`src/rtl/fmrb_params.svh`:
```
`ifndef FMRB_PARAMS_SVH
`define FMRB_PARAMS_SVH
// register pointer values
`define FMRB_REG_STATUS 4'h0
`define FMRB_REG_FAULT 4'h1
`define FMRB_REG_ALERT 4'h2
`define FMRB_REG_CTRL 4'h3
`define FMRB_REG_SENSE_HI 4'h4
`define FMRB_REG_SENSE_LO 4'h5
`define FMRB_REG_SECOND_HI 4'h6
`define FMRB_REG_SECOND_LO 4'h7
`define FMRB_REG_AUX_HI 4'h8
`define FMRB_REG_AUX_LO 4'h9
`define FMRB_PTR_W 4
// bus address bytes, R/W bit included
`define FMRB_ADDR_BASE 8'h20
`define FMRB_ADDR_MASS 8'h3E
`define FMRB_ADDR_ARA 8'h19
`define FMRB_ADDR_BCAST_IDX 4'h8
// reset values
`define FMRB_FAULT_RST 8'h00
`define FMRB_ALERT_RST 8'h00
`define FMRB_CTRL_RST 8'h03
`define FMRB_PTR_RST 4'h0
// fault log / alert enable bit positions
`define FMRB_FLT_EXT 7
`define FMRB_FLT_GPI 6
`define FMRB_FLT_SHORT 5
`define FMRB_FLT_EN 4
`define FMRB_FLT_PBAD 3
`define FMRB_FLT_OC 2
`define FMRB_FLT_UV 1
`define FMRB_FLT_OV 0
`define FMRB_ALERT_GPO 6
`define FMRB_ALERT_EN_MASK 8'hBF
// status bit positions
`define FMRB_ST_FET 7
`define FMRB_ST_GPI 6
`define FMRB_ST_SHORT 5
`define FMRB_ST_EN 4
`define FMRB_ST_PBAD 3
`define FMRB_ST_OC 2
`define FMRB_ST_UV 1
`define FMRB_ST_OV 0
// control bit positions and pin-config field codes (bits 7:6)
`define FMRB_CTRL_CFG_HI 7
`define FMRB_CTRL_CFG_LO 6
`define FMRB_CTRL_TEST 5
`define FMRB_CTRL_FET 3
`define FMRB_CFG_GPO 2'h1
`define FMRB_CFG_GPI 2'h3
// adc layout
`define FMRB_ADC_W 10
`define FMRB_ADC_CH 3
`define FMRB_ADC_LO_PAD 6'h00
`define FMRB_ADC_FIRST 3'h2
`endif

```
`src/rtl/fmrb_pkg.sv`:
```
`include "fmrb_params.svh"
package fmrb_pkg;
  // three-state address pin level
  typedef enum logic [1:0] {FMRB_TRI_LOW, FMRB_TRI_OPEN, FMRB_TRI_HIGH} fmrb_tri_e;

  // byte events from the serial protocol engine
  typedef struct packed {
    logic addr_valid;
    logic [7:0] addr_byte;
    logic cmd_valid;
    logic [7:0] cmd;
    logic wr_valid;
    logic [7:0] wr_data;
    logic ara_sent;
    logic stop;
  } fmrb_bus_s;

  // live conditions from the analog side
  typedef struct packed {
    logic fet_on;
    logic en_pin;
    logic sense_over;
    logic power_good_check_input;
    logic pg_timer_done;
    logic overcurrent;
    logic upper_threshold_input;
    logic lower_threshold_input;
    logic high_line_input;
    logic external_fault_input_n;
    logic pg_pull_low;
  } fmrb_mon_s;

  // one finished conversion
  typedef struct packed {
    logic valid;
    logic [1:0] channel;
    logic [`FMRB_ADC_W-1:0] value;
  } fmrb_adc_s;

  typedef struct packed {
    logic [7:0] fault;
    logic [7:0] alert_en;
    logic [7:0] ctrl;
    logic [`FMRB_PTR_W-1:0] ptr;
    logic [`FMRB_ADC_CH-1:0][`FMRB_ADC_W-1:0] adc;
    logic [7:0] alerted;
    logic alert;
    logic alert_out;
    logic en_prev;
    logic en_seen;
    logic [7:0] own_addr;
    logic bcast;
    logic ara;
    logic addr_ack;
    logic [7:0] rd_data;
    logic gp_pin_out;
    logic gp_pin_oe;
  } fmrb_state_s;
endpackage

```
`src/rtl/fmrb_top.sv`:
```
// What this block does
// - decode slave address from three-state pins
// - ignore upper four pointer bits
// - adc registers writable only in test mode
// - adc value split msbs then two lsbs
// - status read-only, bit7 shows transistor on
// - status bit6 shows gp input level
// - status bit5 sense over while commanded off
// - status bit3 power bad after check timer
// - status bits 2..0 live oc, uv, ov
// - log gp input high and external fault
// - log shorted transistor condition
// - log any board-presence pin change
// - log power bad at timer end
// - log oc, uv, ov and keep set
// - host reads and overwrites fault log
// - alert enables per fault, reset zero
// - alert bit6 drives gp output, reset zero
// - alert low only for enabled logged fault
// - control register read/write, retry and on/off
// - command byte low nibble into sticky pointer
// - release alert when addressed, rearm on new
// - test mode halts conversions, reset zero
`timescale 1ns/10ps
`include "fmrb_params.svh"
module fmrb_top (
  input wire logic clk,
  input wire logic srst,
  input wire fmrb_pkg::fmrb_tri_e addr_select_pin_lo,
  input wire fmrb_pkg::fmrb_tri_e addr_select_pin_hi,
  input wire fmrb_pkg::fmrb_bus_s bus_in,
  input wire fmrb_pkg::fmrb_mon_s mon_in,
  input wire fmrb_pkg::fmrb_adc_s adc_in,
  input wire logic power_good_gp_pin_i,
  output logic power_good_gp_pin_o,
  output logic power_good_gp_pin_oe,
  output logic alert_o,
  output logic alert_oe,
  output logic addr_ack,
  output logic broadcast_mode,
  output logic [7:0] rd_data,
  output logic [7:0] control_out,
  output logic adc_halt
);
  import fmrb_pkg::*;

  fmrb_state_s q_r;
  fmrb_state_s q_nxt;

  // table lookup of the pin pair; index 8 means serial broadcast instead of the bus
  function automatic logic [3:0] addr_index(input fmrb_tri_e hi, input fmrb_tri_e lo);
    logic [3:0] idx;
    idx = 4'h0;
    unique case ({hi, lo})
      {FMRB_TRI_LOW, FMRB_TRI_LOW}: idx = 4'h0;
      {FMRB_TRI_LOW, FMRB_TRI_OPEN}: idx = 4'h1;
      {FMRB_TRI_HIGH, FMRB_TRI_OPEN}: idx = 4'h2;
      {FMRB_TRI_LOW, FMRB_TRI_HIGH}: idx = 4'h3;
      {FMRB_TRI_OPEN, FMRB_TRI_LOW}: idx = 4'h4;
      {FMRB_TRI_OPEN, FMRB_TRI_OPEN}: idx = 4'h5;
      {FMRB_TRI_HIGH, FMRB_TRI_HIGH}: idx = 4'h6;
      {FMRB_TRI_OPEN, FMRB_TRI_HIGH}: idx = 4'h7;
      {FMRB_TRI_HIGH, FMRB_TRI_LOW}: idx = `FMRB_ADDR_BCAST_IDX;
      default: idx = 4'h0;
    endcase
    return idx;
  endfunction

  // adc channel behind a pointer in the converter range
  function automatic logic [1:0] adc_chan(input logic [`FMRB_PTR_W-1:0] ptr);
    logic [2:0] c;
    c = ptr[3:1] - `FMRB_ADC_FIRST;
    return c[1:0];
  endfunction

  function automatic logic is_adc_reg(input logic [`FMRB_PTR_W-1:0] ptr);
    return (ptr >= `FMRB_REG_SENSE_HI) && (ptr <= `FMRB_REG_AUX_LO);
  endfunction

  logic [7:0] status;
  logic gpi_mode;
  logic gpo_mode;
  logic [7:0] fault_set;
  logic [3:0] idx;
  logic indiv_hit;
  logic mass_hit;
  logic ara_hit;
  logic host_wr;
  logic release_alert;
  logic [7:0] fw;
  logic [7:0] am;
  logic [7:0] pending;
  logic [1:0] ch;

  // live status, recomputed every cycle; nothing here is writable
  always_comb
  begin
    gpi_mode = q_r.ctrl[`FMRB_CTRL_CFG_HI:`FMRB_CTRL_CFG_LO] == `FMRB_CFG_GPI;
    gpo_mode = q_r.ctrl[`FMRB_CTRL_CFG_HI:`FMRB_CTRL_CFG_LO] == `FMRB_CFG_GPO;
    status = 8'h00;
    status[`FMRB_ST_FET] = mon_in.fet_on;
    status[`FMRB_ST_GPI] = gpi_mode & power_good_gp_pin_i;
    status[`FMRB_ST_SHORT] = mon_in.sense_over & ~q_r.ctrl[`FMRB_CTRL_FET];
    status[`FMRB_ST_EN] = mon_in.en_pin;
    status[`FMRB_ST_PBAD] = mon_in.power_good_check_input & mon_in.pg_timer_done;
    status[`FMRB_ST_OC] = mon_in.overcurrent;
    status[`FMRB_ST_UV] = ~mon_in.upper_threshold_input & ~mon_in.lower_threshold_input;
    status[`FMRB_ST_OV] = mon_in.high_line_input;
  end

  // read mux; unmapped pointers answer zero
  function automatic logic [7:0] rd_mux(input logic [`FMRB_PTR_W-1:0] ptr,
                                        input fmrb_state_s s, input logic [7:0] st);
    logic [7:0] d;
    logic [`FMRB_ADC_W-1:0] v;
    v = s.adc[adc_chan(ptr)];
    d = 8'h00;
    if (ptr == `FMRB_REG_STATUS)
      d = st;
    else if (ptr == `FMRB_REG_FAULT)
      d = s.fault;
    else if (ptr == `FMRB_REG_ALERT)
      d = s.alert_en;
    else if (ptr == `FMRB_REG_CTRL)
      d = s.ctrl;
    else if (is_adc_reg(ptr) && !ptr[0])
      d = v[`FMRB_ADC_W-1:2];
    else if (is_adc_reg(ptr))
      d = {v[1:0], `FMRB_ADC_LO_PAD};
    return d;
  endfunction

  // next-state logic: address decode, register writes, fault capture, alert arming
  always_comb
  begin
    q_nxt = q_r;
    idx = addr_index(addr_select_pin_hi, addr_select_pin_lo);
    q_nxt.bcast = idx == `FMRB_ADDR_BCAST_IDX;
    q_nxt.own_addr = `FMRB_ADDR_BASE | {4'h0, idx[2:0], 1'b0};
    // the bus is dead in broadcast mode, so nothing matches there
    indiv_hit = bus_in.addr_valid & ~q_r.bcast
                & ({bus_in.addr_byte[7:1], 1'b0} == q_r.own_addr);
    mass_hit = bus_in.addr_valid & ~q_r.bcast & (bus_in.addr_byte == `FMRB_ADDR_MASS);
    ara_hit = bus_in.addr_valid & ~q_r.bcast & (bus_in.addr_byte == `FMRB_ADDR_ARA)
              & q_r.alert;
    q_nxt.addr_ack = indiv_hit | mass_hit | ara_hit;
    if (bus_in.addr_valid)
      q_nxt.ara = ara_hit;
    else if (bus_in.stop)
      q_nxt.ara = 1'b0;
    // pointer survives stop so receive-byte can repeat reads
    if (bus_in.cmd_valid)
      q_nxt.ptr = bus_in.cmd[`FMRB_PTR_W-1:0];
    host_wr = bus_in.wr_valid & ~q_r.ara;
    // fault events are level-set; a host clear loses to a live event in the same cycle
    fault_set = 8'h00;
    fault_set[`FMRB_FLT_EXT] = ~mon_in.external_fault_input_n;
    fault_set[`FMRB_FLT_GPI] = gpi_mode & power_good_gp_pin_i;
    fault_set[`FMRB_FLT_SHORT] = status[`FMRB_ST_SHORT];
    fault_set[`FMRB_FLT_EN] = q_r.en_seen & (mon_in.en_pin != q_r.en_prev);
    fault_set[`FMRB_FLT_PBAD] = status[`FMRB_ST_PBAD];
    fault_set[`FMRB_FLT_OC] = status[`FMRB_ST_OC];
    fault_set[`FMRB_FLT_UV] = status[`FMRB_ST_UV];
    fault_set[`FMRB_FLT_OV] = status[`FMRB_ST_OV];
    q_nxt.en_prev = mon_in.en_pin;
    q_nxt.en_seen = 1'b1;
    fw = q_r.fault;
    ch = adc_chan(q_r.ptr);
    if (host_wr)
    begin
      if (q_r.ptr == `FMRB_REG_FAULT)
        fw = bus_in.wr_data;
      else if (q_r.ptr == `FMRB_REG_ALERT)
        q_nxt.alert_en = bus_in.wr_data;
      else if (q_r.ptr == `FMRB_REG_CTRL)
        q_nxt.ctrl = bus_in.wr_data;
      else if (is_adc_reg(q_r.ptr) && q_r.ctrl[`FMRB_CTRL_TEST] && !q_r.ptr[0])
        q_nxt.adc[ch][`FMRB_ADC_W-1:2] = bus_in.wr_data;
      else if (is_adc_reg(q_r.ptr) && q_r.ctrl[`FMRB_CTRL_TEST])
        q_nxt.adc[ch][1:0] = bus_in.wr_data[7:6];
    end
    q_nxt.fault = fw | fault_set;
    // test mode freezes conversion results so the host owns them
    if (adc_in.valid && !q_r.ctrl[`FMRB_CTRL_TEST] && adc_in.channel < 2'(`FMRB_ADC_CH))
      q_nxt.adc[adc_in.channel] = adc_in.value;
    // bits already alerted on are masked until the log bit is cleared and set again
    release_alert = indiv_hit | (bus_in.ara_sent & q_r.ara);
    am = q_r.alerted & q_nxt.fault;
    if (release_alert)
      am = am | (q_r.fault & q_r.alert_en & `FMRB_ALERT_EN_MASK);
    q_nxt.alerted = am;
    pending = q_nxt.fault & q_nxt.alert_en & `FMRB_ALERT_EN_MASK & ~am;
    q_nxt.alert = |pending;
    q_nxt.alert_out = 1'b0;
    // pin use chosen by control bits 7:6; open-drain power-good otherwise
    if (gpo_mode)
    begin
      q_nxt.gp_pin_out = q_r.alert_en[`FMRB_ALERT_GPO];
      q_nxt.gp_pin_oe = 1'b1;
    end
    else if (gpi_mode)
    begin
      q_nxt.gp_pin_out = 1'b0;
      q_nxt.gp_pin_oe = 1'b0;
    end
    else
    begin
      q_nxt.gp_pin_out = 1'b0;
      q_nxt.gp_pin_oe = mon_in.pg_pull_low;
    end
    // during alert response the byte sent back is our own address
    q_nxt.rd_data = q_nxt.ara ? q_nxt.own_addr : rd_mux(q_nxt.ptr, q_nxt, status);
  end

  // state register; synchronous reset to documented defaults
  always_ff @(posedge clk)
  begin
    if (srst)
    begin
      q_r <= '0;
      q_r.fault <= `FMRB_FAULT_RST;
      q_r.alert_en <= `FMRB_ALERT_RST;
      q_r.ctrl <= `FMRB_CTRL_RST;
      q_r.ptr <= `FMRB_PTR_RST;
    end
    else
      q_r <= q_nxt;
  end

  // outputs straight from the state flops
  assign power_good_gp_pin_o = q_r.gp_pin_out;
  assign power_good_gp_pin_oe = q_r.gp_pin_oe;
  assign alert_o = q_r.alert_out;
  assign alert_oe = q_r.alert;
  assign addr_ack = q_r.addr_ack;
  assign broadcast_mode = q_r.bcast;
  assign rd_data = q_r.rd_data;
  assign control_out = q_r.ctrl;
  assign adc_halt = q_r.ctrl[`FMRB_CTRL_TEST];

  // checks
  // address decode and pointer handling
  a_mass_ack: assert property (@(posedge clk) disable iff (srst)
    bus_in.addr_valid && bus_in.addr_byte == `FMRB_ADDR_MASS && !q_r.bcast |=> addr_ack)
    else $error("mass write address not acknowledged");

  a_bcast_noack: assert property (@(posedge clk) disable iff (srst)
    q_r.bcast && q_nxt.bcast |=> !addr_ack)
    else $error("acknowledge given in broadcast mode");

  a_bcast_decode: assert property (@(posedge clk) disable iff (srst)
    addr_select_pin_hi == FMRB_TRI_HIGH && addr_select_pin_lo == FMRB_TRI_LOW
    |=> broadcast_mode)
    else $error("broadcast pins did not select broadcast mode");

  a_ptr_nibble: assert property (@(posedge clk) disable iff (srst)
    bus_in.cmd_valid |=> q_r.ptr == $past(bus_in.cmd[3:0]))
    else $error("pointer not loaded from command low nibble");

  a_ptr_sticky: assert property (@(posedge clk) disable iff (srst)
    bus_in.stop && !bus_in.cmd_valid |=> $stable(q_r.ptr))
    else $error("pointer changed at stop");

  // writes land where the pointer says, and only there
  a_ctrl_write: assert property (@(posedge clk) disable iff (srst)
    bus_in.wr_valid && !q_r.ara && q_r.ptr == `FMRB_REG_CTRL
    |=> control_out == $past(bus_in.wr_data))
    else $error("control write lost");

  a_alert_en_write: assert property (@(posedge clk) disable iff (srst)
    bus_in.wr_valid && !q_r.ara && q_r.ptr == `FMRB_REG_ALERT
    |=> q_r.alert_en == $past(bus_in.wr_data))
    else $error("alert enable write lost");

  a_fault_write: assert property (@(posedge clk) disable iff (srst)
    bus_in.wr_valid && !q_r.ara && q_r.ptr == `FMRB_REG_FAULT
    |=> q_r.fault == ($past(bus_in.wr_data) | $past(fault_set)))
    else $error("fault log write wrong");

  a_wr_ignored: assert property (@(posedge clk) disable iff (srst)
    bus_in.wr_valid && (q_r.ptr == `FMRB_REG_STATUS || q_r.ptr > `FMRB_REG_AUX_LO)
    |=> $stable(control_out) && $stable(q_r.alert_en))
    else $error("write to read-only or unmapped register took effect");

  // converter results
  a_adc_ro: assert property (@(posedge clk) disable iff (srst)
    bus_in.wr_valid && !q_r.ctrl[`FMRB_CTRL_TEST] && !adc_in.valid |=> $stable(q_r.adc))
    else $error("adc register changed outside test mode");

  a_adc_test_wr: assert property (@(posedge clk) disable iff (srst)
    bus_in.wr_valid && !q_r.ara && q_r.ctrl[`FMRB_CTRL_TEST] && is_adc_reg(q_r.ptr)
    && !q_r.ptr[0] |=> rd_data == $past(bus_in.wr_data))
    else $error("test mode adc write not read back");

  a_adc_lo_pad: assert property (@(posedge clk) disable iff (srst)
    is_adc_reg(q_nxt.ptr) && q_nxt.ptr[0] && !q_nxt.ara
    |=> rd_data[5:0] == `FMRB_ADC_LO_PAD)
    else $error("adc low byte padding not zero");

  a_halt_freeze: assert property (@(posedge clk) disable iff (srst)
    adc_in.valid && q_r.ctrl[`FMRB_CTRL_TEST] && !bus_in.wr_valid |=> $stable(q_r.adc))
    else $error("conversion result taken in test mode");

  // live status follows its inputs one cycle later
  a_status_read: assert property (@(posedge clk) disable iff (srst)
    q_nxt.ptr == `FMRB_REG_STATUS && !q_nxt.ara |=> rd_data[`FMRB_ST_FET] == $past(mon_in.fet_on))
    else $error("status transistor bit wrong");

  a_status_gpi: assert property (@(posedge clk) disable iff (srst)
    q_nxt.ptr == `FMRB_REG_STATUS && !q_nxt.ara
    |=> rd_data[`FMRB_ST_GPI] == $past(gpi_mode && power_good_gp_pin_i))
    else $error("status input pin bit wrong");

  a_status_short: assert property (@(posedge clk) disable iff (srst)
    q_nxt.ptr == `FMRB_REG_STATUS && !q_nxt.ara
    |=> rd_data[`FMRB_ST_SHORT] == $past(mon_in.sense_over && !q_r.ctrl[`FMRB_CTRL_FET]))
    else $error("status short bit wrong");

  a_status_pbad: assert property (@(posedge clk) disable iff (srst)
    q_nxt.ptr == `FMRB_REG_STATUS && !q_nxt.ara
    |=> rd_data[`FMRB_ST_PBAD]
        == $past(mon_in.power_good_check_input && mon_in.pg_timer_done))
    else $error("status power bad bit wrong");

  a_status_uv: assert property (@(posedge clk) disable iff (srst)
    q_nxt.ptr == `FMRB_REG_STATUS && !q_nxt.ara
    |=> rd_data[`FMRB_ST_UV]
        == $past(!mon_in.upper_threshold_input && !mon_in.lower_threshold_input))
    else $error("status undervoltage bit wrong");

  // log bits latch and stay until the host overwrites them
  a_fault_sticky: assert property (@(posedge clk) disable iff (srst)
    mon_in.overcurrent ##1 !(bus_in.wr_valid && q_r.ptr == `FMRB_REG_FAULT)[*2]
    |-> q_r.fault[`FMRB_FLT_OC])
    else $error("overcurrent log bit lost");

  a_en_change: assert property (@(posedge clk) disable iff (srst)
    q_r.en_seen && $changed(mon_in.en_pin) |=> q_r.fault[`FMRB_FLT_EN])
    else $error("presence change not logged");

  a_ext_log: assert property (@(posedge clk) disable iff (srst)
    !mon_in.external_fault_input_n |=> q_r.fault[`FMRB_FLT_EXT])
    else $error("external fault not logged");

  a_short_log: assert property (@(posedge clk) disable iff (srst)
    mon_in.sense_over && !q_r.ctrl[`FMRB_CTRL_FET] |=> q_r.fault[`FMRB_FLT_SHORT])
    else $error("shorted transistor not logged");

  a_pbad_log: assert property (@(posedge clk) disable iff (srst)
    mon_in.power_good_check_input && mon_in.pg_timer_done |=> q_r.fault[`FMRB_FLT_PBAD])
    else $error("power bad not logged");

  // alert pull follows enabled log bits not yet reported
  a_alert_cause: assert property (@(posedge clk) disable iff (srst)
    alert_oe |-> |(q_r.fault & q_r.alert_en & `FMRB_ALERT_EN_MASK))
    else $error("alert without enabled logged fault");

  a_alert_release: assert property (@(posedge clk) disable iff (srst)
    alert_oe && bus_in.addr_valid && !q_r.bcast && fault_set == 8'h00
    && {bus_in.addr_byte[7:1], 1'b0} == q_r.own_addr |=> !alert_oe)
    else $error("alert not released when addressed");

  // general-purpose pin drive and unmapped register reads
  a_gpo_drive: assert property (@(posedge clk) disable iff (srst)
    gpo_mode |=> power_good_gp_pin_oe
    && power_good_gp_pin_o == $past(q_r.alert_en[`FMRB_ALERT_GPO]))
    else $error("general-purpose output not driven");

  a_undef_zero: assert property (@(posedge clk) disable iff (srst)
    q_nxt.ptr > `FMRB_REG_AUX_LO && !q_nxt.ara |=> rd_data == 8'h00)
    else $error("undefined register read not zero");

  // main scenarios
  c_alert_set: cover property (@(posedge clk) disable iff (srst) !alert_oe ##1 alert_oe);
  c_test_write: cover property (@(posedge clk) disable iff (srst)
    bus_in.wr_valid && q_r.ctrl[`FMRB_CTRL_TEST] && is_adc_reg(q_r.ptr));
  c_ara: cover property (@(posedge clk) disable iff (srst) q_r.ara && bus_in.ara_sent);
  c_alert_release: cover property (@(posedge clk) disable iff (srst)
    alert_oe && indiv_hit ##1 !alert_oe);
  c_bcast_mode: cover property (@(posedge clk) disable iff (srst)
    broadcast_mode && bus_in.addr_valid);
endmodule // fmrb_top

```
`config.mk`:
```
export PLATFORM = sky130hd
export DESIGN_NAME = fmrb_top
export DESIGN_NICKNAME = d
export VERILOG_FILES = /design/src/rtl/fmrb_pkg.sv /design/src/rtl/fmrb_top.sv
export VERILOG_INCLUDE_DIRS = /design/src /design/src/rtl
export SDC_FILE = /design/constraint.sdc
export NUM_CORES = 1
export LEC_CHECK = 0
export BUFFER_PORTS_ARGS = -buffer_cell sky130_fd_sc_hd__buf_2
export CAP_MARGIN = 20
export CORE_AREA = 4 4 89 112
export CTS_CLUSTER_DIAMETER = 100
export DETAILED_ROUTE_END_ITERATION = 10
export DIE_AREA = 0 0 93 116
export GPL_TIMING_DRIVEN = 0
export PLACE_DENSITY = 0.79
export REMOVE_ABC_BUFFERS = 1
export SYNTH_ARGS = -nofsm -noshare
export SYNTH_HDL_FRONTEND = slang
export SYNTH_SLANG_ARGS = --single-unit
```
`constraint.sdc`:
```
create_clock -name clk -period 3.4 [get_ports clk]
set_clock_uncertainty 0.05 [all_clocks]
set_input_delay 0.68 -clock clk [delete_from_list [all_inputs] [get_ports clk]]
set_output_delay 0.68 -clock clk [all_outputs]
set_load 0.05 [all_outputs]
```
==> results of run 1 <==
==> through the flow <==
step                      utilization  instance area (um^2)  setup slack (ns)  power, W  hold WS [ns]
after floorplan                     -                  4610             0.488   0.00133         0.381
after global placement          0.574                  5150            -0.226   0.00148         0.393
after detailed placement        0.580                  5210             0.347   0.00149         0.412
after CTS                       0.610                  5480             0.492   0.00239         0.420
after global routing            0.610                  5480             0.286   0.00248         0.454
final                           0.610                  5480             0.373   0.00240         0.424
==> state kept, by name, indices dropped and copies added (netlist names) <==
signal	flops
addr_ack	1
alert_oe	1
broadcast_mode	1
control_out	8
power_good_gp_pin_o	1
power_good_gp_pin_oe	1
q_r	63
rd_data	8
==> layout make-up <==
type | count | area [um^2]
clock buffers | 13 | 260
clock inverters | 1 | 8.76
fillers | 822 | 3500
inverters | 8 | 30.0
multi-input cells | 443 | 2920
flip-flops and latches | 84 | 1680
well taps | 123 | 154
repair buffers | 81 | 428
==> power by group through the flow <==
stage | logic [W] | clock network, W | registers, W
floorplan | 0.000222 | 0 | 0.00111
global placement | 0.000406 | 0 | 0.00107
detailed placement | 0.000417 | 0 | 0.00108
CTS | 0.000421 | 0.000917 | 0.00105
global route | 0.000462 | 0.000955 | 0.00106
finish | 0.000432 | 0.000911 | 0.00106
==> cells by family after synthesis <==
logic type / after synthesis / share of synthesized area
muxes: 39 / 0.0815
xor gates and xnor gates: 5 / 0.00888
DFF: 84 / 0.341
other: 1 / 0.000761
buffers and inverters: 64 / 0.0701
AOI/OAI and AO/OA: 164 / 0.228
adders and majority gates: 3 / 0.00762
and+or+nand+nor: 231 / 0.262
==> how the worst max path moves through the flow <==
stage,end,from
global placement,alert_oe,bus_in[10]
CTS,alert_oe,q_r[64]
finish,alert_oe,q_r[64]
detailed placement,rd_data[4],bus_in[19]
global route,alert_oe,q_r[64]
floorplan,rd_data[7],control_out[5]
==> metal layers <==
layer | vias to the layer above | share of wire | GRT usage
met5 | - | 0 | 0
met4 | 0 | 0.039 | 0.137
met3 | 52 | 0.071 | 0.0617
met2 | 253 | 0.50 | 0.494
met1 | 2300 | 0.39 | 0.331
li1 | 2271 | - | -
==> placed cells by master, fill, tap and decap left out, types with 4 or more instances in the layout <==
cell type,count
nand2b_1,8
xor2_1,4
and3_1,7
o21a_1,4
a311oi_1,6
a32oi_1,4
a21oi_1,32
o21ai_0,32
mux2i_1,30
mux2_2,8
nor4_1,4
a31oi_1,12
clkbuf_16,9
nor3b_1,4
dfxtp_1,84
and2_1,7
o22ai_1,4
a22o_1,5
a211oi_1,15
inv_1,8
nor3_1,16
nand2_1,22
nor2_1,87
nand4_1,9
buf_2,77
nand3_1,21
o2111ai_1,6
==> worst max-delay path, cell delays in order, from the launching register on <==
cell	delay, ns
dfxtp_1	0.64
nor2b_1	0.66
nand2_2	0.36
mux2i_1	0.56
a311o_1	0.20
a2bb2oi_1	0.27
a41oi_1	0.15
==> impl_metrics.csv, run 1 <==
group,metric,value,unit
synth,netlist_instances,591,
clocking,root_buffer,"clkbuf_16",
synth,synthFlopType,"dfxtp_1",
clocking,clkTransAtPathRegs,0.06,ns
timing,rsz0062_at_grt,"no",
status,status,"finished clean",
drt,firstDrtPassIters,5,
cells_and_area,layout.cells.non_filler,753,
clocking,cts_sinks,84,
floorplanning,die_area,10800,um^2
worst_setup_path,crit_type,"flop to flop",
floorplanning,start_util,0.549,
worst_setup_path,worstPathMaxFanout,16,
grt,antenna_found_initial,0,
floorplanning,core_region_area,8980,um^2
pwr,ir_drop,242,uV
placed_design,place_inst,739,
synth,synth_cell_types,84,
grt,grt_use_total,0.284,
synth,synth_warnings,0,
pwr,clockPowerShare,0.380,
timing,fmax,0.330,GHz
placed_design,dp_hpwl,11.3,mm
clocking,clkLatencyLatePin,0.34,ns
flow_run,drv_cap,0,
synth,syn_area,4930,um^2
clocking,cts_buffer_depth,2,
floorplanning,num_io_pins,83,
synth,yosysTopAreaCellShare,0.341,
pwr,power_frac_seq,0.440,
timing,slew_headroom,0.298,
clocking,cts_hold_buf,0,
cells_and_area,final_layout_size_suffix_gt1_frac,0.203,
drt,drc,0,
timing,tns,0,ns
drt,routed_wl,15.4,mm
pwr,switching_share,0.290,
synth,synth_edf_count,0,
placed_design,port_buffers,77,
synth,async_flop_share,0,
floorplanning,die_w,93,um
worst_hold_path,hold_end,"q_r[28]",
worst_hold_path,hold_class,"flop to flop",
clocking,ctsResizeCount,0,
timing,setup-violations-final,0,
grt,grt-ovfl-total,0,
timing,drv_slew,0,
timing,hold_violations,0,
grt,grt_pass1_wl,23.9,mm
drt,wl_per_cell,20.5,um
worst_setup_path,reg2reg_from,"q_r[64]",
worst_hold_path,hold_depth,2,
floorplanning,num_rows,39,
cells_and_area,nets,690,
placed_design,gp_congestion,0.928,
timing,tightest_slew,1.02,ns
clocking,cts_buffers,9,
pwr,power_density,438,nW/um^2
worst_setup_path,cp_data_required_time,3.55,ns
pwr,leakage,2.26,nW
grt,grt_pass1_vias,4681,
worst_setup_path,regToRegSetupSlack,0.37,ns
synth,yosysSeqAreaShare,0.341,
floorplanning,die_h,116,um
pwr,power_frac_comb,0.180,
drt,via_per_inst,6.48,
synth,synth-seq-cells,84,
worst_setup_path,start_kind,"flop",
worst_setup_path,timing.rr.end,"alert_oe",
clocking,cts_tree,"done",
worst_setup_path,end_kind,"flop",
drt,vias,4876,
timing,min_period,3.03,ns
cells_and_area,area_growth,11.1,%
synth,ys_top_cells_by_count,"nor2_1, dfxtp_1, a21oi_1, o21ai_0, mux2i_1",
synth,synth_most_common_cell,"nor2_1",
pwr,power.internal,0.00170,W
pwr,power_switching,0.000696,W
drt,ant_nets,0,
synth,avgSynthCellArea,8.34,um^2
grt,grt_start_max_net_pins,52,
worst_setup_path,reg2regPathDepth,6,
worst_hold_path,hold_start,"q_r[28]",
drt,drt_iter0_drc,425,
worst_setup_path,cp.arrival,3.18,ns
synth,synth_top_area_cell,"dfxtp_1",
timing,finalCritPeriodShare,0.890,
clocking,post_cts_buffers,0,
synth,synth_area_leaders,"dfxtp_1, nor2_1, mux2i_1",
clocking,htree_num_levels,3,
cells_and_area,diodes,0,
No activity file was read; power rests on OpenSTA's default activity.
==> run 2, diff against run 1 <==
- CELL_PAD_IN_SITES_DETAIL_PLACEMENT: not set -> 1
- CELL_PAD_IN_SITES_GLOBAL_PLACEMENT: not set -> 2
- CORE_AREA: 4 4 89 112 -> 4 4 110 138
- DIE_AREA: 0 0 93 116 -> 0 0 114 142
- PLACE_DENSITY: 0.79 -> not set
- PLACE_DENSITY_LB_ADDON: not set -> 0.1
==> run 2 against run 1 <==
Against the previous run: fmax fell by 4.1%; largest power group is now the clock network; design area rose by 2.6%; sequential share of layout area decreased by 0.79 points; die area increased by 50%; critical path depth is the same; largest cell class unchanged; combinational power rose by 4%; first-iteration DRC count is 46% lower; register-to-register slack worse by 0.13 ns; non-clock buffer count increased by 1; via count increased by 0.14%; setup slack got worse by 0.13 ns.
==> impl_metrics.csv, run 2 (synthesis gave the netlist of run 1 again) <==
group,metric,value,unit
floorplanning,die_h,142,um
timing,setup-violations-final,0,
floorplanning,die_area,16200,um^2
timing,min_period,3.16,ns
grt,grt_pass1_wl,29.3,mm
clocking,cts_buffers,9,
worst_setup_path,start_kind,"flop",
clocking,clkLatencyLatePin,0.35,ns
drt,drc,0,
grt,antenna_found_initial,0,
grt,grt_pass1_vias,5150,
status,status,"finished clean",
worst_setup_path,cp.arrival,3.33,ns
drt,via_per_inst,6.04,
clocking,cts_tree,"done",
cells_and_area,area_growth,14.1,%
placed_design,port_buffers,77,
grt,grt-ovfl-total,0,
cells_and_area,diodes,0,
placed_design,dp_hpwl,13.8,mm
pwr,ir_drop,163,uV
worst_setup_path,crit_type,"flop to flop",
timing,hold_violations,0,
clocking,cts_hold_buf,0,
timing,fin_ws,0.243,ns
drt,vias,4883,
timing,drv_slew,0,
pwr,leakage,2.29,nW
clocking,clkTransAtPathRegs,0.06,ns
timing,fmax,0.317,GHz
flow_run,drv_cap,0,
drt,routed_wl,18.7,mm
floorplanning,core_region_area,13800,um^2
worst_setup_path,cp_data_required_time,3.57,ns
worst_hold_path,hold_class,"flop to flop",
cells_and_area,layout_commonest_cell,"nor2_1",
cells_and_area,final_util,0.407,
floorplanning,num_io_pins,83,
cells_and_area,nets,691,
floorplanning,start_util,0.357,
clocking,cts_sinks,84,
timing,rsz0062_at_grt,"no",
cells_and_area,largest_reg_flops,63,
floorplanning,die_w,114,um
pwr,power,0.00264,W
placed_design,dp_slack,0.204,ns
grt,grt_use_total,0.235,
clocking,cts_buffer_depth,2,
worst_setup_path,end_kind,"flop",
placed_design,gp_congestion,0.826,
timing,slew_headroom,0.342,
drt,wl_per_cell,23.1,um
clocking,htree_num_levels,3,
drt,firstDrtPassIters,4,
clocking,root_buffer,"clkbuf_16",
floorplanning,num_rows,48,
cells_and_area,regMostFlops,"q_r",
cells_and_area,final_cell_mix,"nor2_1, dfxtp_1, buf_2",
pwr,power_density,469,nW/um^2
clocking,post_cts_buffers,0,
timing,tightest_slew,0.985,ns
drt,drt_iter0_drc,228,
cells_and_area,final_layout_size_suffix_gt1_frac,0.210,
timing,finalCritPeriodShare,0.928,
clocking,ctsResizeCount,0,
drt,ant_nets,0,
grt,grt_start_max_net_pins,41,
worst_setup_path,worstPathMaxFanout,16,
run 2: critical path, stage by stage (launching register included):
cell and delay (ns):
dfxtp_1 0.72, nor2b_1 0.86, nand2_2 0.35, a221o_1 0.46, a31oi_1 0.27, o311a_1 0.22
a211oi_2 0.09
run 2: cell type report:
class                      instances  area (um^2)
sequential                        84         1680
inverter                           8         30.0
clock buffer                      13          270
fill                            1665         8190
tap                              175          219
timing repair buffer              82          435
clock inverter                     3         67.6
multi-input combinational        443         2920
run 2: per-stage QoR:
stage / hold WS, ns / setup TNS, ns / instances / instance area (um^2)
final: 0.422 / 0 / 808 / 5620
after global routing: 0.456 / 0 / 808 / 5620
after CTS: 0.421 / 0 / 807 / 5620
after detailed placement: 0.413 / 0 / 791 / 5280
after global placement: 0.395 / -1.53 / 787 / 5220
after floorplan: 0.381 / 0 / 535 / 4610
run 2: path summary, 6_finish.rpt:
kind,cells after the start,end,slack (ns),from
min,2,q_r[28],0.42,q_r[28]
max,6,rd_data[3],0.24,q_r[63]
max reg2reg,6,rd_data[3],0.24,q_r[63]
min reg2reg,2,q_r[28],0.42,q_r[28]
run 2: routing by layer:
metal  track usage  routed length (um)  part of all wire
met5             0                   0                 0
met3        0.0268                 744             0.040
met4        0.0832                 418             0.022
met1         0.293                8080              0.43
met2         0.415                9430              0.50
run 2: power by group:
group	internal (W)	switching (W)	leakage [nW]
combinational	0.000148	0.000302	1.44
clock	0.000705	0.000424	0.162
sequential	0.00103	0.0000307	0.686
total	0.00188	0.000757	2.29
==> run 3, diff against run 2 <==
- ABC_AREA: not set -> 1
- CORE_AREA: 4 4 110 138 -> 4 4 114 143
- DIE_AREA: 0 0 114 142 -> 0 0 118 147
==> run 3 against run 2 <==
Against the previous run: sequential share of layout area rose by 0.95 points; clock power is 11% lower; count of clock-buffer cells in the layout down 1; setup slack better by 0.18 ns; sequential power about the same; combinational power is essentially flat; worst hold slack worse by 0.0078 ns; fmax up 6.1%; core utilization shrank 4.1 points; total power shrank 4.7%; cell count grew 20%; global-route usage shrank 4.4 points.
==> impl_metrics.csv, run 3 <==
group,metric,value,unit
floorplanning,die_area,17300,um^2
drt,routed_wl,16.2,mm
synth,synth.area.mux_share,0,
timing,min_period,2.98,ns
clocking,htree_num_levels,3,
grt,grt-ovfl-total,0,
pwr,power_frac_seq,0.419,
synth,yosysSeqAreaShare,0.357,
worst_setup_path,cp.arrival,3.17,ns
placed_design,gp_congestion,0.832,
floorplanning,num_io_pins,83,
timing,slew_headroom,0.343,
synth,synth-seq-cells,84,
synth,synth_compound_area_frac,0.123,
synth,synth_top_family_by_area,"simple AND/OR/NAND/NOR gates",
synth,ys_top_cells_by_count,"nand2_1, inv_1, dfxtp_1, nor2_1, nand3_1",
clocking,clkLatencyLatePin,0.35,ns
grt,grt_start_max_net_pins,44,
cells_and_area,layout.cells.non_filler,967,
worst_setup_path,worstPathMaxFanout,14,
drt,firstDrtPassIters,4,
placed_design,port_buffers,77,
synth,synth_most_common_cell,"nand2_1",
synth,synth_adder_area_share,0.00798,
cells_and_area,nets,843,
cells_and_area,largest_reg_flops,63,
pwr,leakage,2.66,nW
cells_and_area,diodes,0,
pwr,clockPowerShare,0.402,
placed_design,dp_hpwl,12.6,mm
drt,drc,0,
placed_design,place_area,5150,um^2
clocking,cts_sinks,84,
timing,setup-violations-final,0,
synth,netlist_instances,725,
timing,finalCritPeriodShare,0.875,
drt,via_per_inst,4.89,
synth,synth_area_leaders,"dfxtp_1, nand2_1, inv_1",
floorplanning,die_w,118,um
pwr,power_density,461,nW/um^2
synth,synth_xor_area_frac,0.00372,
timing,tns,0,ns
grt,grt_pass1_wl,26.1,mm
synth,synthFlopType,"dfxtp_1",
pwr,ir_drop,170,uV
pwr,power_frac_comb,0.179,
timing,hold_violations,0,
synth,synth_edf_count,0,
floorplanning,start_util,0.316,
clocking,root_buffer,"clkbuf_16",
placed_design,place_inst,951,
placed_design,dp_slack,-0.215,ns
cells_and_area,fin_area,5450,um^2
cells_and_area,layout_commonest_cell,"nand2_1",
grt,antenna_found_initial,1,
cells_and_area,regMostFlops,"q_r",
cells_and_area,final_layout_size_suffix_gt1_frac,0.178,
grt,grt_use_total,0.191,
timing,fin_ws,0.425,ns
drt,ant_nets,0,
grt,grt_pass1_vias,5027,
worst_setup_path,start_kind,"flop",
pwr,power.internal,0.00175,W
synth,async_flop_share,0,
floorplanning,die_h,147,um
floorplanning,num_rows,50,
drt,wl_per_cell,16.7,um
clocking,cts_buffers,9,
worst_setup_path,end_kind,"flop",
clocking,cts_tree,"done",
pwr,power,0.00251,W
worst_setup_path,crit_type,"flop to flop",
synth,syn_area,4710,um^2
cells_and_area,final_cell_mix,"nand2_1, inv_1, dfxtp_1",
floorplanning,core_region_area,14900,um^2
pwr,switching_share,0.303,
cells_and_area,nFillCells,1965,
timing,rsz0062_at_grt,"no",
synth,avgSynthCellArea,6.49,um^2
cells_and_area,area_growth,15.8,%
synth,synth_top_area_cell,"dfxtp_1",
drt,drt_iter0_drc,132,
flow_run,drv_cap,0,
clocking,cts_hold_buf,0,
synth,synth_warnings,0,
worst_hold_path,hold_class,"flop to flop",
timing,tightest_slew,0.980,ns
pwr,power_switching,0.000761,W
worst_setup_path,cp_data_required_time,3.59,ns
clocking,clkTransAtPathRegs,0.06,ns
timing,drv_slew,0,
clocking,cts_buffer_depth,2,
synth,synth-simple-area-share,0.375,
synth,synth_cell_types,39,
status,status,"finished clean",
synth,yosysTopAreaCellShare,0.357,
drt,vias,4726,
timing,fmax,0.336,GHz
[run 3: final cells by class]
type                    instances  area (um^2)  area share
clock buffers                  12          246      0.0452
inverters                     110          415      0.0762
flip-flops and latches         84         1680       0.309
multi-input cells             496         2410       0.443
well taps                     182          228      0.0418
repair buffers                 79          417      0.0765
clock inverters                 4         48.8     0.00896
[run 3: cell families after synthesis]
family / Yosys count
AOI/OAI and AO/OA: 101
adders and majority gates: 3
and+or+nand+nor: 389
DFF: 84
other: 1
buffers and inverters: 145
xor gates and xnor gates: 2
[run 3: stage by stage]
stage	hold WS, ns	util
2_1_floorplan	0.372	-
3_3_place_gp	0.402	0.343
3_5_place_dp	0.406	0.346
4_1_cts	0.415	0.365
5_1_grt	0.422	0.366
6_report	0.415	0.366
[run 3: power groups by stage]
stage / clock network, W / logic [W] / registers [W]
floorplan: 0 / 0.000237 / 0.00112
global placement: 0 / 0.000442 / 0.00107
detailed placement: 0 / 0.000456 / 0.00107
CTS: 0.00105 / 0.000458 / 0.00105
global route: 0.00109 / 0.000503 / 0.00106
finish: 0.00101 / 0.000449 / 0.00105
[run 3: worst paths after layout]
| kind | from | end | slack (ns) | depth (start not counted) |
|---|---|---|---|---|
| max | control_out[5] | rd_data[1] | 0.42 | 14 |
| min reg2reg | q_r[81] | power_good_gp_pin_o | 0.41 | 2 |
| min | q_r[81] | power_good_gp_pin_o | 0.41 | 2 |
| max reg2reg | control_out[5] | rd_data[1] | 0.42 | 14 |
[run 3: routing by layer]
layer,track usage,vias to the layer above,share of wire
li1,-,2397,-
met1,0.226,2251,0.44
met2,0.352,64,0.52
met3,0.0273,12,0.027
met4,0.0651,2,0.013
met5,0,-,0.00074
[run 3: timing repair]
| action | CTS | global route |
|---|---|---|
| resized for setup | 0 | 1 |
| hold endpoints to repair | 0 | 0 |
| setup endpoints to repair | 0 | 1 |
| buffers inserted | 0 | 0 |
[run 3: critical path: stages (launching register included)]
cell and delay (ns):
dfxtp_1 0.36, inv_2 0.15, nand3_1 0.16, nor3_2 0.77, inv_1 0.38, nand3_1 0.21
nand3_1 0.09, nand2_1 0.10, nand2_1 0.07, nand3_1 0.08, nand2_1 0.06, nor2_1 0.10
nand3_1 0.13, nand2_1 0.10, nand2_1 0.05
